===== config.mk =====
export PLATFORM = sky130hd
export DESIGN_NAME = xmii_port_mac_config
export DESIGN_NICKNAME = d
export VERILOG_FILES = /design/src/design/xmii_port_mac_config_pkg.sv /design/src/design/clock_delay_tap.sv /design/src/design/xmii_port_mac_config.sv
export VERILOG_INCLUDE_DIRS = /design/src /design/src/design
export SDC_FILE = /design/constraint.sdc
export NUM_CORES = 1
export LEC_CHECK = 0
export CAP_MARGIN = 10
export CORE_MARGIN = 2
export CORE_UTILIZATION = 55
export DETAILED_ROUTE_END_ITERATION = 6
export DONT_BUFFER_PORTS = 1
export GPL_TIMING_DRIVEN = 0
export PLACE_DENSITY = 0.7
export SLEW_MARGIN = 25
export SYNTH_ARGS = -nofsm -noshare
export SYNTH_HDL_FRONTEND = slang
export SYNTH_HIERARCHICAL = 1
export SYNTH_SLANG_ARGS = --single-unit

===== constraint.sdc =====
create_clock -name i_clock -period 3.6 [get_ports i_clock]
set_clock_uncertainty 0.15 [all_clocks]
set_input_delay 0.72 -clock i_clock [delete_from_list [all_inputs] [get_ports i_clock]]
set_output_delay 0.72 -clock i_clock [all_outputs]
set_load 0.01 [all_outputs]

===== src/design/xmii_port_mac_config_regs.svh =====
// register map, field positions, reset values and timing counts of the port configuration bank
// assumes a 200 MHz system clock and a 32-bit register bus with one register per aligned word
//
// Overview of operation
// - speed select clear runs RGMII at gigabit
// - speed select set: companion bit picks 10/100
// - companion bit: one 100, zero 10, gigabit ignores
// - rx delay bit adds at least 1.5 ns
// - tx delay bit, set at reset, adds delay
// - MII role bit: MAC takes clocks, PHY drives
// - RMII role bit: accept or generate 50 MHz
// - type 00 RGMII, 01 RMII, 1x MII
// - speed, role and type only on multi-type port
// - storm bit enables broadcast storm protection, resets zero
// - back pressure bit acts only in half duplex
// - full duplex uses pause flow control independently; here pause_mode is taken from the duplex bit itself
// - bad frames dropped by default
// - pass-all forwards bad frames to mirroring only
// - pass-all leaves flow control frame filtering alone
`ifndef XMII_PORT_MAC_CONFIG_REGS_SVH
`define XMII_PORT_MAC_CONFIG_REGS_SVH

`define XMII_CTRL0_INDEX     16'h0300
`define XMII_CTRL1_INDEX     16'h0301
`define MAC_CTRL0_INDEX      16'h0400
`define MAC_CTRL1_INDEX      16'h0401
`define CFG_STATUS_INDEX     16'h03FF
`define XMII_CTRL0_ADDR      (`XMII_CTRL0_INDEX << 2)
`define XMII_CTRL1_ADDR      (`XMII_CTRL1_INDEX << 2)
`define MAC_CTRL0_ADDR       (`MAC_CTRL0_INDEX << 2)
`define MAC_CTRL1_ADDR       (`MAC_CTRL1_INDEX << 2)
`define CFG_STATUS_ADDR      (`CFG_STATUS_INDEX << 2)

`define XMII_CTRL0_RESET     8'h50
`define XMII_CTRL1_RESET     8'h08
`define MAC_CTRL0_RESET      8'h00
`define MAC_CTRL1_RESET      8'h00
`define XMII_CTRL0_WMASK     8'h7F
`define XMII_CTRL1_WMASK     8'hFF
`define MAC_CTRL0_WMASK      8'h0B
`define MAC_CTRL1_WMASK      8'hBF

`define CTRL0_DUPLEX_BIT     6
`define CTRL0_SPEED100_BIT   4
`define CTRL1_LOWSPEED_BIT   6
`define CTRL1_RX_DELAY_BIT   4
`define CTRL1_TX_DELAY_BIT   3
`define CTRL1_ROLE_BIT       2
`define CTRL1_TYPE_LSB       0
`define MAC0_STORM_BIT       1
`define MAC1_BACKPR_BIT      3
`define MAC1_PASS_ALL_BIT    0

`define CLOCK_PERIOD_PS      5000
`define CLOCK_KHZ            200000
`define RGMII_DELAY_PS       1500
`define RGMII_DELAY_CYCLES   ((`RGMII_DELAY_PS + `CLOCK_PERIOD_PS - 1) / `CLOCK_PERIOD_PS)
`define RMII_REFCLK_KHZ      50000
`define MII_100_CLK_KHZ      25000
`define MII_10_CLK_KHZ       2500
`define RMII_HALF_CYCLES     (`CLOCK_KHZ / (2 * `RMII_REFCLK_KHZ))
`define MII_100_HALF_CYCLES  (`CLOCK_KHZ / (2 * `MII_100_CLK_KHZ))
`define MII_10_HALF_CYCLES   (`CLOCK_KHZ / (2 * `MII_10_CLK_KHZ))

`endif


===== src/design/xmii_port_mac_config_pkg.sv =====
// types shared by the port configuration bank
// assumes the register map header is included by the design files
package xmii_port_mac_config_pkg;

    typedef enum logic [1:0] {
        IFACE_RGMII = 2'h0,
        IFACE_RMII  = 2'h1,
        IFACE_MII   = 2'h2
    } iface_t;

    typedef enum logic [1:0] {
        SPEED_10   = 2'h0,
        SPEED_100  = 2'h1,
        SPEED_1000 = 2'h2
    } speed_t;

    typedef struct packed {
        iface_t iface;
        speed_t speed;
        logic   phy_role;
        logic   rx_delay_en;
        logic   tx_delay_en;
        logic   full_duplex;
        logic   pause_mode;
        logic   storm_protect;
        logic   back_pressure;
        logic   drop_bad_frames;
        logic   bad_to_mirror_only;
    } port_cfg_t;

endpackage : xmii_port_mac_config_pkg


===== src/design/clock_delay_tap.sv =====
// selectable delay stage for a sampled clock level
// assumes the input is already in the i_clock domain
`timescale 1ns/100ps
module clock_delay_tap #(
    parameter int STAGES = 1
) (
    input  wire logic i_clock,
    input  wire logic i_rst,
    input  wire logic i_enable,
    input  wire logic i_level,
    output logic      o_level
);

    logic [STAGES-1:0] chain;

    // the shift form only exists for two or more stages, so no empty part-select is elaborated
    generate
        if (STAGES < 1) begin : g_bad_stages
            $error("clock_delay_tap needs at least one stage");
        end else if (STAGES == 1) begin : g_one_stage
            always_ff @(posedge i_clock or posedge i_rst) begin
                if (i_rst) begin
                    chain <= '0;
                end else begin
                    chain <= i_level;
                end
            end
        end else begin : g_shift
            always_ff @(posedge i_clock or posedge i_rst) begin
                if (i_rst) begin
                    chain <= '0;
                end else begin
                    chain <= {chain[STAGES-2:0], i_level};
                end
            end
        end
    endgenerate

    // bypass keeps the same single output flop so both settings share one timing path
    always_ff @(posedge i_clock or posedge i_rst) begin
        if (i_rst) begin
            o_level <= 1'b0;
        end else begin
            o_level <= i_enable ? chain[STAGES-1] : i_level;
        end
    end

endmodule : clock_delay_tap


===== src/design/xmii_port_mac_config.sv =====
// port interface and switch MAC configuration bank with AXI4-Lite slave
// assumes software drives a single-clock AXI4-Lite master; the receive clock pin is asynchronous
`timescale 1ns/100ps
`include "xmii_port_mac_config_regs.svh"
module xmii_port_mac_config #(
    parameter bit MULTI_TYPE_PORT = 1'b1,
    parameter int DELAY_STAGES    = `RGMII_DELAY_CYCLES
) (
    input  wire logic                               i_clock,
    input  wire logic                               i_rst,
    input  wire logic [15:0]                        i_awaddr,
    input  wire logic                               i_awvalid,
    output logic                                    o_awready,
    input  wire logic [31:0]                        i_wdata,
    input  wire logic [3:0]                         i_wstrb,
    input  wire logic                               i_wvalid,
    output logic                                    o_wready,
    output logic [1:0]                              o_bresp,
    output logic                                    o_bvalid,
    input  wire logic                               i_bready,
    input  wire logic [15:0]                        i_araddr,
    input  wire logic                               i_arvalid,
    output logic                                    o_arready,
    output logic [31:0]                             o_rdata,
    output logic [1:0]                              o_rresp,
    output logic                                    o_rvalid,
    input  wire logic                               i_rready,
    input  wire logic                               i_receive_clock_pin,
    output logic                                    o_receive_clock_pin_out,
    output logic                                    o_receive_clock_pin_oe,
    input  wire logic                               i_tx_clock_level,
    output logic                                    o_rx_clock_level,
    output logic                                    o_tx_clock_level,
    output xmii_port_mac_config_pkg::port_cfg_t     o_cfg
);

    localparam logic [1:0] RESP_OKAY   = 2'h0;
    localparam logic [1:0] RESP_SLVERR = 2'h2;

    // reset view equals the register reset values, so bad frames are never let through at start
    localparam xmii_port_mac_config_pkg::port_cfg_t CFG_AT_RESET = '{
        iface:           xmii_port_mac_config_pkg::IFACE_RGMII,
        speed:           xmii_port_mac_config_pkg::SPEED_1000,
        tx_delay_en:     1'b1,
        full_duplex:     1'b1,
        pause_mode:      1'b1,
        drop_bad_frames: 1'b1,
        default:         1'b0
    };

    generate
        if (DELAY_STAGES < `RGMII_DELAY_CYCLES) begin : g_bad_delay
            $error("delay stages too few for the minimum clock delay");
        end
    endgenerate

    ////////////////////////////////////////////////////////////////////////////////////////
    // AXI4-Lite write channel

    logic        aw_held;
    logic [15:0] aw_addr;
    logic        w_held;
    logic [7:0]  w_byte;
    logic        w_lane0;
    logic        aw_take;
    logic        w_take;
    logic        do_write;
    logic        next_aw_held;
    logic        next_w_held;
    logic        next_bvalid;

    assign aw_take      = o_awready & i_awvalid;
    assign w_take       = o_wready & i_wvalid;
    assign do_write     = aw_held & w_held & ~o_bvalid;
    assign next_aw_held = (aw_held | aw_take) & ~do_write;
    assign next_w_held  = (w_held | w_take) & ~do_write;
    assign next_bvalid  = do_write | (o_bvalid & ~i_bready);

    always_ff @(posedge i_clock or posedge i_rst) begin
        if (i_rst) begin
            aw_held <= 1'b0;
            w_held  <= 1'b0;
            aw_addr <= 16'h0000;
            w_byte  <= 8'h00;
            w_lane0 <= 1'b0;
        end else begin
            aw_held <= next_aw_held;
            w_held  <= next_w_held;
            if (aw_take) begin
                aw_addr <= i_awaddr;
            end
            if (w_take) begin
                w_byte  <= i_wdata[7:0];
                w_lane0 <= i_wstrb[0];
            end
        end
    end

    // ready stays low while a write waits or its response is pending
    always_ff @(posedge i_clock or posedge i_rst) begin
        if (i_rst) begin
            o_awready <= 1'b0;
            o_wready  <= 1'b0;
        end else begin
            o_awready <= ~next_aw_held & ~next_bvalid;
            o_wready  <= ~next_w_held & ~next_bvalid;
        end
    end

    ////////////////////////////////////////////////////////////////////////////////////////
    // address decode

    logic wr_ctrl0;
    logic wr_ctrl1;
    logic wr_mac0;
    logic wr_mac1;
    logic wr_hit;

    always_comb begin
        wr_ctrl0 = 1'b0;
        wr_ctrl1 = 1'b0;
        wr_mac0  = 1'b0;
        wr_mac1  = 1'b0;
        wr_hit   = 1'b1;
        if (aw_addr == `XMII_CTRL0_ADDR) begin
            wr_ctrl0 = 1'b1;
        end else if (aw_addr == `XMII_CTRL1_ADDR) begin
            wr_ctrl1 = 1'b1;
        end else if (aw_addr == `MAC_CTRL0_ADDR) begin
            wr_mac0 = 1'b1;
        end else if (aw_addr == `MAC_CTRL1_ADDR) begin
            wr_mac1 = 1'b1;
        end else if (aw_addr != `CFG_STATUS_ADDR) begin
            wr_hit = 1'b0;
        end
    end

    always_ff @(posedge i_clock or posedge i_rst) begin
        if (i_rst) begin
            o_bvalid <= 1'b0;
            o_bresp  <= RESP_OKAY;
        end else begin
            o_bvalid <= next_bvalid;
            if (do_write) begin
                o_bresp <= wr_hit ? RESP_OKAY : RESP_SLVERR;
            end
        end
    end

    ////////////////////////////////////////////////////////////////////////////////////////
    // registers; only byte lane 0 carries data, other lanes are ignored

    logic [7:0] xmii_port_control_zero;
    logic [7:0] xmii_port_control_one;
    logic [7:0] port_mac_control_zero;
    logic [7:0] port_mac_control_one;
    logic       wr_ok;

    assign wr_ok = do_write & w_lane0;

    always_ff @(posedge i_clock or posedge i_rst) begin
        if (i_rst) begin
            xmii_port_control_zero <= `XMII_CTRL0_RESET;
        end else if (wr_ok && wr_ctrl0) begin
            xmii_port_control_zero <= (xmii_port_control_zero & ~`XMII_CTRL0_WMASK)
                                    | (w_byte & `XMII_CTRL0_WMASK);
        end
    end

    always_ff @(posedge i_clock or posedge i_rst) begin
        if (i_rst) begin
            xmii_port_control_one <= `XMII_CTRL1_RESET;
        end else if (wr_ok && wr_ctrl1) begin
            xmii_port_control_one <= (xmii_port_control_one & ~`XMII_CTRL1_WMASK)
                                   | (w_byte & `XMII_CTRL1_WMASK);
        end
    end

    always_ff @(posedge i_clock or posedge i_rst) begin
        if (i_rst) begin
            port_mac_control_zero <= `MAC_CTRL0_RESET;
        end else if (wr_ok && wr_mac0) begin
            port_mac_control_zero <= (port_mac_control_zero & ~`MAC_CTRL0_WMASK)
                                   | (w_byte & `MAC_CTRL0_WMASK);
        end
    end

    always_ff @(posedge i_clock or posedge i_rst) begin
        if (i_rst) begin
            port_mac_control_one <= `MAC_CTRL1_RESET;
        end else if (wr_ok && wr_mac1) begin
            port_mac_control_one <= (port_mac_control_one & ~`MAC_CTRL1_WMASK)
                                  | (w_byte & `MAC_CTRL1_WMASK);
        end
    end

    ////////////////////////////////////////////////////////////////////////////////////////
    // effective configuration

    xmii_port_mac_config_pkg::port_cfg_t next_cfg;
    logic [1:0]                          type_code;
    logic                                low_speed;
    logic                                role_bit;

    always_comb begin
        // fixed port keeps gigabit RGMII MAC whatever software writes
        type_code = MULTI_TYPE_PORT ? xmii_port_control_one[`CTRL1_TYPE_LSB +: 2] : 2'h0;
        low_speed = MULTI_TYPE_PORT & xmii_port_control_one[`CTRL1_LOWSPEED_BIT];
        role_bit  = MULTI_TYPE_PORT & xmii_port_control_one[`CTRL1_ROLE_BIT];
        next_cfg  = '0;
        if (type_code == 2'h0) begin
            next_cfg.iface = xmii_port_mac_config_pkg::IFACE_RGMII;
        end else if (type_code == 2'h1) begin
            next_cfg.iface = xmii_port_mac_config_pkg::IFACE_RMII;
        end else begin
            next_cfg.iface = xmii_port_mac_config_pkg::IFACE_MII;
        end
        if (type_code == 2'h0 && !low_speed) begin
            next_cfg.speed = xmii_port_mac_config_pkg::SPEED_1000;
        end else if (xmii_port_control_zero[`CTRL0_SPEED100_BIT]) begin
            next_cfg.speed = xmii_port_mac_config_pkg::SPEED_100;
        end else begin
            next_cfg.speed = xmii_port_mac_config_pkg::SPEED_10;
        end
        next_cfg.phy_role           = role_bit & (type_code != 2'h0);
        next_cfg.rx_delay_en        = xmii_port_control_one[`CTRL1_RX_DELAY_BIT];
        next_cfg.tx_delay_en        = xmii_port_control_one[`CTRL1_TX_DELAY_BIT];
        next_cfg.full_duplex        = xmii_port_control_zero[`CTRL0_DUPLEX_BIT];
        next_cfg.pause_mode         = xmii_port_control_zero[`CTRL0_DUPLEX_BIT];
        next_cfg.storm_protect      = port_mac_control_zero[`MAC0_STORM_BIT];
        next_cfg.back_pressure      = port_mac_control_one[`MAC1_BACKPR_BIT]
                                    & ~xmii_port_control_zero[`CTRL0_DUPLEX_BIT];
        // flow control frame filtering is not steered from here at all
        next_cfg.drop_bad_frames    = ~port_mac_control_one[`MAC1_PASS_ALL_BIT];
        next_cfg.bad_to_mirror_only = port_mac_control_one[`MAC1_PASS_ALL_BIT];
    end

    always_ff @(posedge i_clock or posedge i_rst) begin
        if (i_rst) begin
            o_cfg <= CFG_AT_RESET;
        end else begin
            o_cfg <= next_cfg;
        end
    end

    ////////////////////////////////////////////////////////////////////////////////////////
    // receive clock pin: input in MAC or RMII-receive role, generated otherwise

    logic [5:0] half_limit;
    logic [5:0] half_count;

    always_comb begin
        if (o_cfg.iface == xmii_port_mac_config_pkg::IFACE_RMII) begin
            half_limit = 6'(`RMII_HALF_CYCLES);
        end else if (o_cfg.speed == xmii_port_mac_config_pkg::SPEED_100) begin
            half_limit = 6'(`MII_100_HALF_CYCLES);
        end else begin
            half_limit = 6'(`MII_10_HALF_CYCLES);
        end
    end

    // counter restarts when the pin is released so a new role starts with a clean phase
    always_ff @(posedge i_clock or posedge i_rst) begin
        if (i_rst) begin
            half_count              <= 6'h00;
            o_receive_clock_pin_out <= 1'b0;
        end else if (!o_cfg.phy_role) begin
            half_count              <= 6'h00;
            o_receive_clock_pin_out <= 1'b0;
        end else if (half_count >= half_limit - 6'h01) begin
            half_count              <= 6'h00;
            o_receive_clock_pin_out <= ~o_receive_clock_pin_out;
        end else begin
            half_count <= half_count + 6'h01;
        end
    end

    always_ff @(posedge i_clock or posedge i_rst) begin
        if (i_rst) begin
            o_receive_clock_pin_oe <= 1'b0;
        end else begin
            o_receive_clock_pin_oe <= o_cfg.phy_role;
        end
    end

    ////////////////////////////////////////////////////////////////////////////////////////
    // clock delay paths

    logic rx_pin_meta;
    logic rx_pin_sync;

    always_ff @(posedge i_clock or posedge i_rst) begin
        if (i_rst) begin
            rx_pin_meta <= 1'b0;
            rx_pin_sync <= 1'b0;
        end else begin
            rx_pin_meta <= i_receive_clock_pin;
            rx_pin_sync <= rx_pin_meta;
        end
    end

    clock_delay_tap #(
        .STAGES (DELAY_STAGES)
    ) u_rx_delay (
        .i_clock  (i_clock),
        .i_rst    (i_rst),
        .i_enable (o_cfg.rx_delay_en),
        .i_level  (rx_pin_sync),
        .o_level  (o_rx_clock_level)
    );

    clock_delay_tap #(
        .STAGES (DELAY_STAGES)
    ) u_tx_delay (
        .i_clock  (i_clock),
        .i_rst    (i_rst),
        .i_enable (o_cfg.tx_delay_en),
        .i_level  (i_tx_clock_level),
        .o_level  (o_tx_clock_level)
    );

    ////////////////////////////////////////////////////////////////////////////////////////
    // AXI4-Lite read channel

    logic       ar_take;
    logic       next_rvalid;
    logic [7:0] rd_byte;
    logic       rd_hit;

    assign ar_take     = o_arready & i_arvalid;
    assign next_rvalid = ar_take | (o_rvalid & ~i_rready);

    always_comb begin
        rd_byte = 8'h00;
        rd_hit  = 1'b1;
        if (i_araddr == `XMII_CTRL0_ADDR) begin
            rd_byte = xmii_port_control_zero;
        end else if (i_araddr == `XMII_CTRL1_ADDR) begin
            rd_byte = xmii_port_control_one;
        end else if (i_araddr == `MAC_CTRL0_ADDR) begin
            rd_byte = port_mac_control_zero;
        end else if (i_araddr == `MAC_CTRL1_ADDR) begin
            rd_byte = port_mac_control_one;
        end else if (i_araddr == `CFG_STATUS_ADDR) begin
            rd_byte = {2'h0, o_receive_clock_pin_oe, o_cfg.phy_role, o_cfg.speed, o_cfg.iface};
        end else begin
            rd_hit = 1'b0;
        end
    end

    always_ff @(posedge i_clock or posedge i_rst) begin
        if (i_rst) begin
            o_arready <= 1'b0;
            o_rvalid  <= 1'b0;
            o_rdata   <= 32'h0000_0000;
            o_rresp   <= RESP_OKAY;
        end else begin
            o_arready <= ~next_rvalid;
            o_rvalid  <= next_rvalid;
            if (ar_take) begin
                o_rdata <= {24'h00_0000, rd_byte};
                o_rresp <= rd_hit ? RESP_OKAY : RESP_SLVERR;
            end
        end
    end
endmodule : xmii_port_mac_config


### Yosys cells after proc, flatten, opt, wreduce, memory -nomap -nowiden

Cells that the tools add are included.

* add/subtract/negate cells: 2
* $mul: 0
* divide/modulo/power cells: 0
* magnitude comparators: 1
* eq/ne operators: 14
* shift-type cells: 0
* multiplexer cells: 39
* bitwise operators: 32
* reduce and logical (&&, ||, !) cells: 8

Operators with widths (number)
* 16-bit by 12-bit == test with 1-bit output (second input constant): 5
* 16-bit by 13-bit == test with 1-bit output (second input constant): 4
* 8-bit two-way mux: 4
* 6-bit two-way mux: 5
* 1-bit two-way mux: 25
* 16-bit by 12-bit != test with 1-bit output (second input constant): 1
* 1-bit AND: 14
* 1-bit inverter: 11
* 2-bit two-way mux: 5
* 7-bit by 8-bit OR with 8-bit output: 1
* 8-bit by 4-bit OR with 8-bit output: 1
* 8-bit by 7-bit OR with 8-bit output: 1
* 6-bit by 1-bit adder with 6-bit output (second input constant): 1
* 2-bit by 1-bit == test with 1-bit output (second input constant): 3
* 6-bit greater-or-equal comparator: 1
* 6-bit by 1-bit subtractor with 6-bit output (second input constant): 1
* 1-bit logical AND: 5
* 1-bit OR: 4
* 2-bit logical NOT: 1
* 2-bit by 1-bit != test with 1-bit output (second input constant): 1
* 2-bit nonzero test: 1
* 1-bit logical NOT: 1

* flip-flop bits (word level): 102
* bits in latches: 0
* RAM bits: 0
* bits in read-only memories: 0
* input port bits: 77
* output and inout bits: 58
* logic and storage cells: 132
* memories kept: 0

### Depth between registers and ports, before layout

* word-level depth: 7
* mapped depth: 7
* mapped depth without buffers: 7

### Cells and area by module

Netlist, hierarchy kept.

Modules (own cells, without submodules)
* xmii_port_mac_config: instances 1, cells an instance 333, area each 4101.4 µm², sequential area each 2235.9 µm²
* clock_delay_tap: instances 2, cells an instance 4, area each 68.8 µm², sequential area each 50.0 µm²

### Worst setup path before layout

Ideal clock, no wire load.

* path type: input port to flip-flop
* start: input port i_araddr[9]
* end: register o_rdata[7]
* setup time: 0.079 ns
* data arrival time: 2.137 ns
* required time: 3.371 ns
* path slack: 1.234 ns
* stages on the path: 5
* buffers on the path: 1
* cell sequence: or4_1 -> nor4_4 -> buf_2 -> nand4_1 -> a2bb2oi_1

* cells in the longest elaborated chain, start to end: 5
* elaborated cells between the ends (all ways): 8
* those cells by class: eq/ne: 4; mux: 4

Ends and longest elaborated chain
* from (decl): line xmii_port_mac_config.sv:21 `input wire logic [15:0] i_araddr,`
* 16-bit by 13-bit == test with 1-bit output (no line)
* 8-bit two-way mux: line xmii_port_mac_config.sv:342 `` end else if (i_araddr == `MAC_CTRL1_ADDR) begin ``
* 8-bit two-way mux: line xmii_port_mac_config.sv:340 `` end else if (i_araddr == `MAC_CTRL0_ADDR) begin ``
* 8-bit two-way mux: line xmii_port_mac_config.sv:338 `` end else if (i_araddr == `XMII_CTRL1_ADDR) begin ``
* 8-bit two-way mux *: line xmii_port_mac_config.sv:336 `` if (i_araddr == `XMII_CTRL0_ADDR) begin ``
* to (signal assigned): line xmii_port_mac_config.sv:361 `o_rdata <= {24'h00_0000, rd_byte};`
* to (decl): line xmii_port_mac_config.sv:24 `output logic [31:0] o_rdata,`

Every way passes the cells marked *; elsewhere a longest branch is shown, timed or not.
A chain may end at the register's enable or synchronous reset.

### Worst setup path after layout

* start: register aw_addr[0]
* end: register port_mac_control_one[1]

* cells in the longest elaborated chain, start to end: 6
* elaborated cells between the ends (all ways): 9
* those cells by class: eq/ne: 4; mux: 4; reduce/logical: 1

Ends and longest elaborated chain
* from (decl): line xmii_port_mac_config.sv:61 `logic [15:0] aw_addr;`
* from (signal assigned): line xmii_port_mac_config.sv:90 `aw_addr <= i_awaddr;`
* 16-bit by 13-bit == test with 1-bit output (no line)
* 1-bit two-way mux: line xmii_port_mac_config.sv:131 `` end else if (aw_addr == `MAC_CTRL1_ADDR) begin ``
* 1-bit two-way mux: line xmii_port_mac_config.sv:129 `` end else if (aw_addr == `MAC_CTRL0_ADDR) begin ``
* 1-bit two-way mux: line xmii_port_mac_config.sv:127 `` end else if (aw_addr == `XMII_CTRL1_ADDR) begin ``
* 1-bit two-way mux *: line xmii_port_mac_config.sv:125 `` if (aw_addr == `XMII_CTRL0_ADDR) begin ``
* 1-bit logical AND *: line xmii_port_mac_config.sv:191 `end else if (wr_ok && wr_mac1) begin`
* to (signal assigned): line xmii_port_mac_config.sv:190 `` port_mac_control_one <= `MAC_CTRL1_RESET; ``
* to (signal assigned): line xmii_port_mac_config.sv:192 `` port_mac_control_one <= (port_mac_control_one & ~`MAC_CTRL1_WMASK) ``
* to (decl): line xmii_port_mac_config.sv:156 `logic [7:0] port_mac_control_one;`

Marked as above.

==> summary.md <==
| Metric | Value |
|---|---|
| Status | `completed` |
| CP Launch Type | `flip-flop` |
| CTS Buf Count | `9` |
| Drt first-iter violations | `120` |
| Sink Count | `93` |
| Fin worst setup slack | `1.28 ns` |
| Core ar. | `0.00761 mm²` |
| Peak supply drop | `0.369 mV` |
| Internal power | `1890 µW` |
| Syn avg cell area | `12.4 µm²` |
| Final nets | `463` |
| EDFF count, synth | `0` |
| Cell accounting for the most synthesized area | `dfrtp_1` |
| WP buf/inv | `0` |
| Gate Count Post-Synth | `341` |
| Routed Antenna Nets | `0` |
| Largest net degree at the start of global routing | `63` |
| Switching Share | `0.269` |
| PortBufs | `0` |
| Placement-stage cell area | `0.00450 mm²` |
| Vias | `2679` |
| Slowest stage delay, CP | `0.56 ns` |
| Fin util | `0.624` |
| Root Driver | `clkbuf_8` |
| Sw power | `693 µW` |
| Wire per inst | `15.9 µm` |
| Row count | `32` |
| Synthesized area | `0.00424 mm²` |
| DPL Wire Length | `5.71 mm` |
| H-tree lvl count | `3` |
| Number of synthesized register bits | `93` |
| Crit path capture type | `flip-flop` |
| Final Max Tran Viols | `0` |
| Vias in the first global route | `2647` |
| Initial core utilization | `0.557` |
| Fmax | `431 MHz` |
| Combinational share of power | `0.156` |
| Slew margin rel. | `0.587` |
| Clock Path Buffers | `2` |
| Cell area power density | `543 mW/mm²` |
| Fraction of layout cells with a size suffix above 1 | `0.306` |
| Area grow syn2layout | `12.0%` |
| CP required | `3.68 ns` |
| Critical path's slowest cell | `or4_4` |
| Post-Place Worst Slack | `1.03 ns` |
| Global route overflow | `0` |
| Total Routed Length | `7.75 mm` |
| Diodes inserted | `0` |
| Final instance area | `0.00475 mm²` |
| MaxCap Viol Count | `0` |
| Pre-antenna DRT Iters | `4` |
| YS warnings | `6` |
| Pleak | `0.00223 µW` |
| CTS tree | `yes` |
| Initial antenna violation count | `0` |
| Post-synth top area share | `0.508` |
| I/O pin count | `135` |
| Drt via density | `5.50` |
| Leading cell type in the layout, fill and taps excluded | `dfrtp_1` |
| Dominant synthesized flop cell | `dfrtp_1` |
| Worst skew pair latency | `0.35 ns` |
| Post-synthesis sequential area ratio | `0.551` |
| Die height | `91.8 µm` |
| Pin slew with the least headroom to its limit | `0.614 ns` |
| Fin. Hold Viols | `0` |
| Part of the power in registers | `0.542` |
| Most frequent cells in the layout | `dfrtp_1 (86), mux2_2 (51), conb_1 (28), buf_4 (27), nor2_1 (16)` |
| WS Path Type | `reg -> reg` |
| Library cells used by synthesis | `52` |
| GP Congestion | `0.806` |
| CTS resizes | `0` |
| First-pass GRT wire length | `12.8 mm` |
| FILL cells | `619` |
| Sequential standard cell area | `0.00234 mm²` |
| Die area | `0.00843 mm²` |
| Area contributors post-synth | `dfrtp_1 (51%), mux2_2 (14%), buf_4 (4.8%), dfstp_2 (4.3%), a32oi_1 (2.1%)` |
| Die W | `91.8 µm` |
| Clock Power Share | `0.303` |
| Area occupied by multi-input gates | `0.00172 mm²` |
| Critical path cell sequence | `or4_4, nor4_4, nand4_2, mux2_2` |
| Fin crit period | `2.32 ns` |
| Total track usage | `0.193` |
| Final setup viols | `0` |
| Crit-path max FO | `7` |
| Delay-heaviest family, CP | `simple AND/OR/NAND/NOR gates` |
| Clock transition at path regs | `0.09 ns` |
| Setup TNS | `0 ns` |
| DRC viols | `0` |
| RSZ-0062 raised after global routing | `no` |
| Crit path DAT | `2.40 ns` |
| Crit share post-route | `0.645` |
| Asr flop ratio synth | `1.00` |
| Class of the worst hold path | `in -> async` |
==> area by class of cell <==
class,count,share of cell area
Inverter,12,0.0105
Timing Repair Buffer,2,0.00791
Buffer,38,0.0519
Sequential cell,93,0.492
Clock inverter,5,0.0171
Tap cell,102,0.0269
Multi-Input combinational cell,224,0.361
Clock buffer,11,0.0319
==> power by group through the flow <==
stage | combinational (µW) | clock (µW) | sequential (µW)
after floorplan | 352 | 0 | 1370
after global placement | 389 | 0 | 1410
after detailed placement | 406 | 0 | 1420
after CTS | 407 | 799 | 1400
after global routing | 446 | 840 | 1440
final | 401 | 781 | 1400
==> repair_timing <==
item,in CTS,in global routing
hold buffers,1,0
endpoints found under the setup margin,0,0
hold endpoints to repair,4,0
buffers inserted,0,0
==> cell usage after synthesis, drive strengths merged, types with 6 or more instances <==
master,count
clkbuf,8
mux2i,8
dfrtp,86
nor3,10
nand2,9
mux2,53
dfstp,7
nand4,7
a21oi,10
nor2,16
ha,6
a32oi,10
inv,12
buf,30
o21ai,10
==> registers in the layout (all words and copies together), names as in the netlist, 3 cells and up <==
signal,count
aw_addr,16
half_count,6
o_cfg,12
o_rdata,8
port_mac_control_one,7
port_mac_control_zero,3
w_byte,8
xmii_port_control_one,8
xmii_port_control_zero,7
==> worst paths after layout <==
| path | from | endpoint | slack (ns) | cells past startpoint |
|---|---|---|---|---|
| hold / removal | i_rst | rx_pin_meta$_DFF_PP0_ | 0.04 | 1 |
| min in group i_clock | rx_pin_meta$_DFF_PP0_ | rx_pin_sync$_DFF_PP0_ | 0.20 | 0 |
| max in group asynchronous | i_rst | o_cfg[10]$_DFF_PP1_ | 2.65 | 2 |
| hold reg to reg | rx_pin_meta$_DFF_PP0_ | rx_pin_sync$_DFF_PP0_ | 0.20 | 0 |
| setup reg to reg | aw_addr[0]$_DFFE_PP0P_ | port_mac_control_one[1]$_DFFE_PP0P_ | 1.28 | 4 |
| setup / recovery | aw_addr[0]$_DFFE_PP0P_ | port_mac_control_one[1]$_DFFE_PP0P_ | 1.28 | 4 |
==> worst register-to-register path, stage by stage, from the launching register on <==
cell and delay (ns):
dfrtp_1 0.38, or4_4 0.56, nor4_4 0.40, nand4_2 0.35, mux2_2 0.37
==> metrics by stage <==
stage               power, µW  hold WS, ns  cells
floorplan                1720        0.181    367
global placement         1800        0.185    469
detailed placement       1820        0.199    470
CTS                      2610       0.0270    487
global route             2720       0.0377    487
finish                   2580       0.0367    487
==> per-layer routing <==
layer	up-vias	global-route usage	wire, µm
met5	-	0	0
met4	0	0.0858	154
met3	15	0.0526	671
met2	114	0.308	3630
met1	1291	0.249	3300
li1	1259	-	-
==> kinds of logic after synthesis <==
group / count (synthesis) / synth area share
DFF: 93 / 0.551
other: 2 / 0.00177
muxes: 61 / 0.161
adders and majority gates: 6 / 0.0177
buffers and inverters: 50 / 0.0688
and+or+nand+nor: 75 / 0.110
xor gates and xnor gates: 4 / 0.00827
AOI/OAI and AO/OA: 50 / 0.0815
Note: power is estimated with default switching activity, not from simulation.
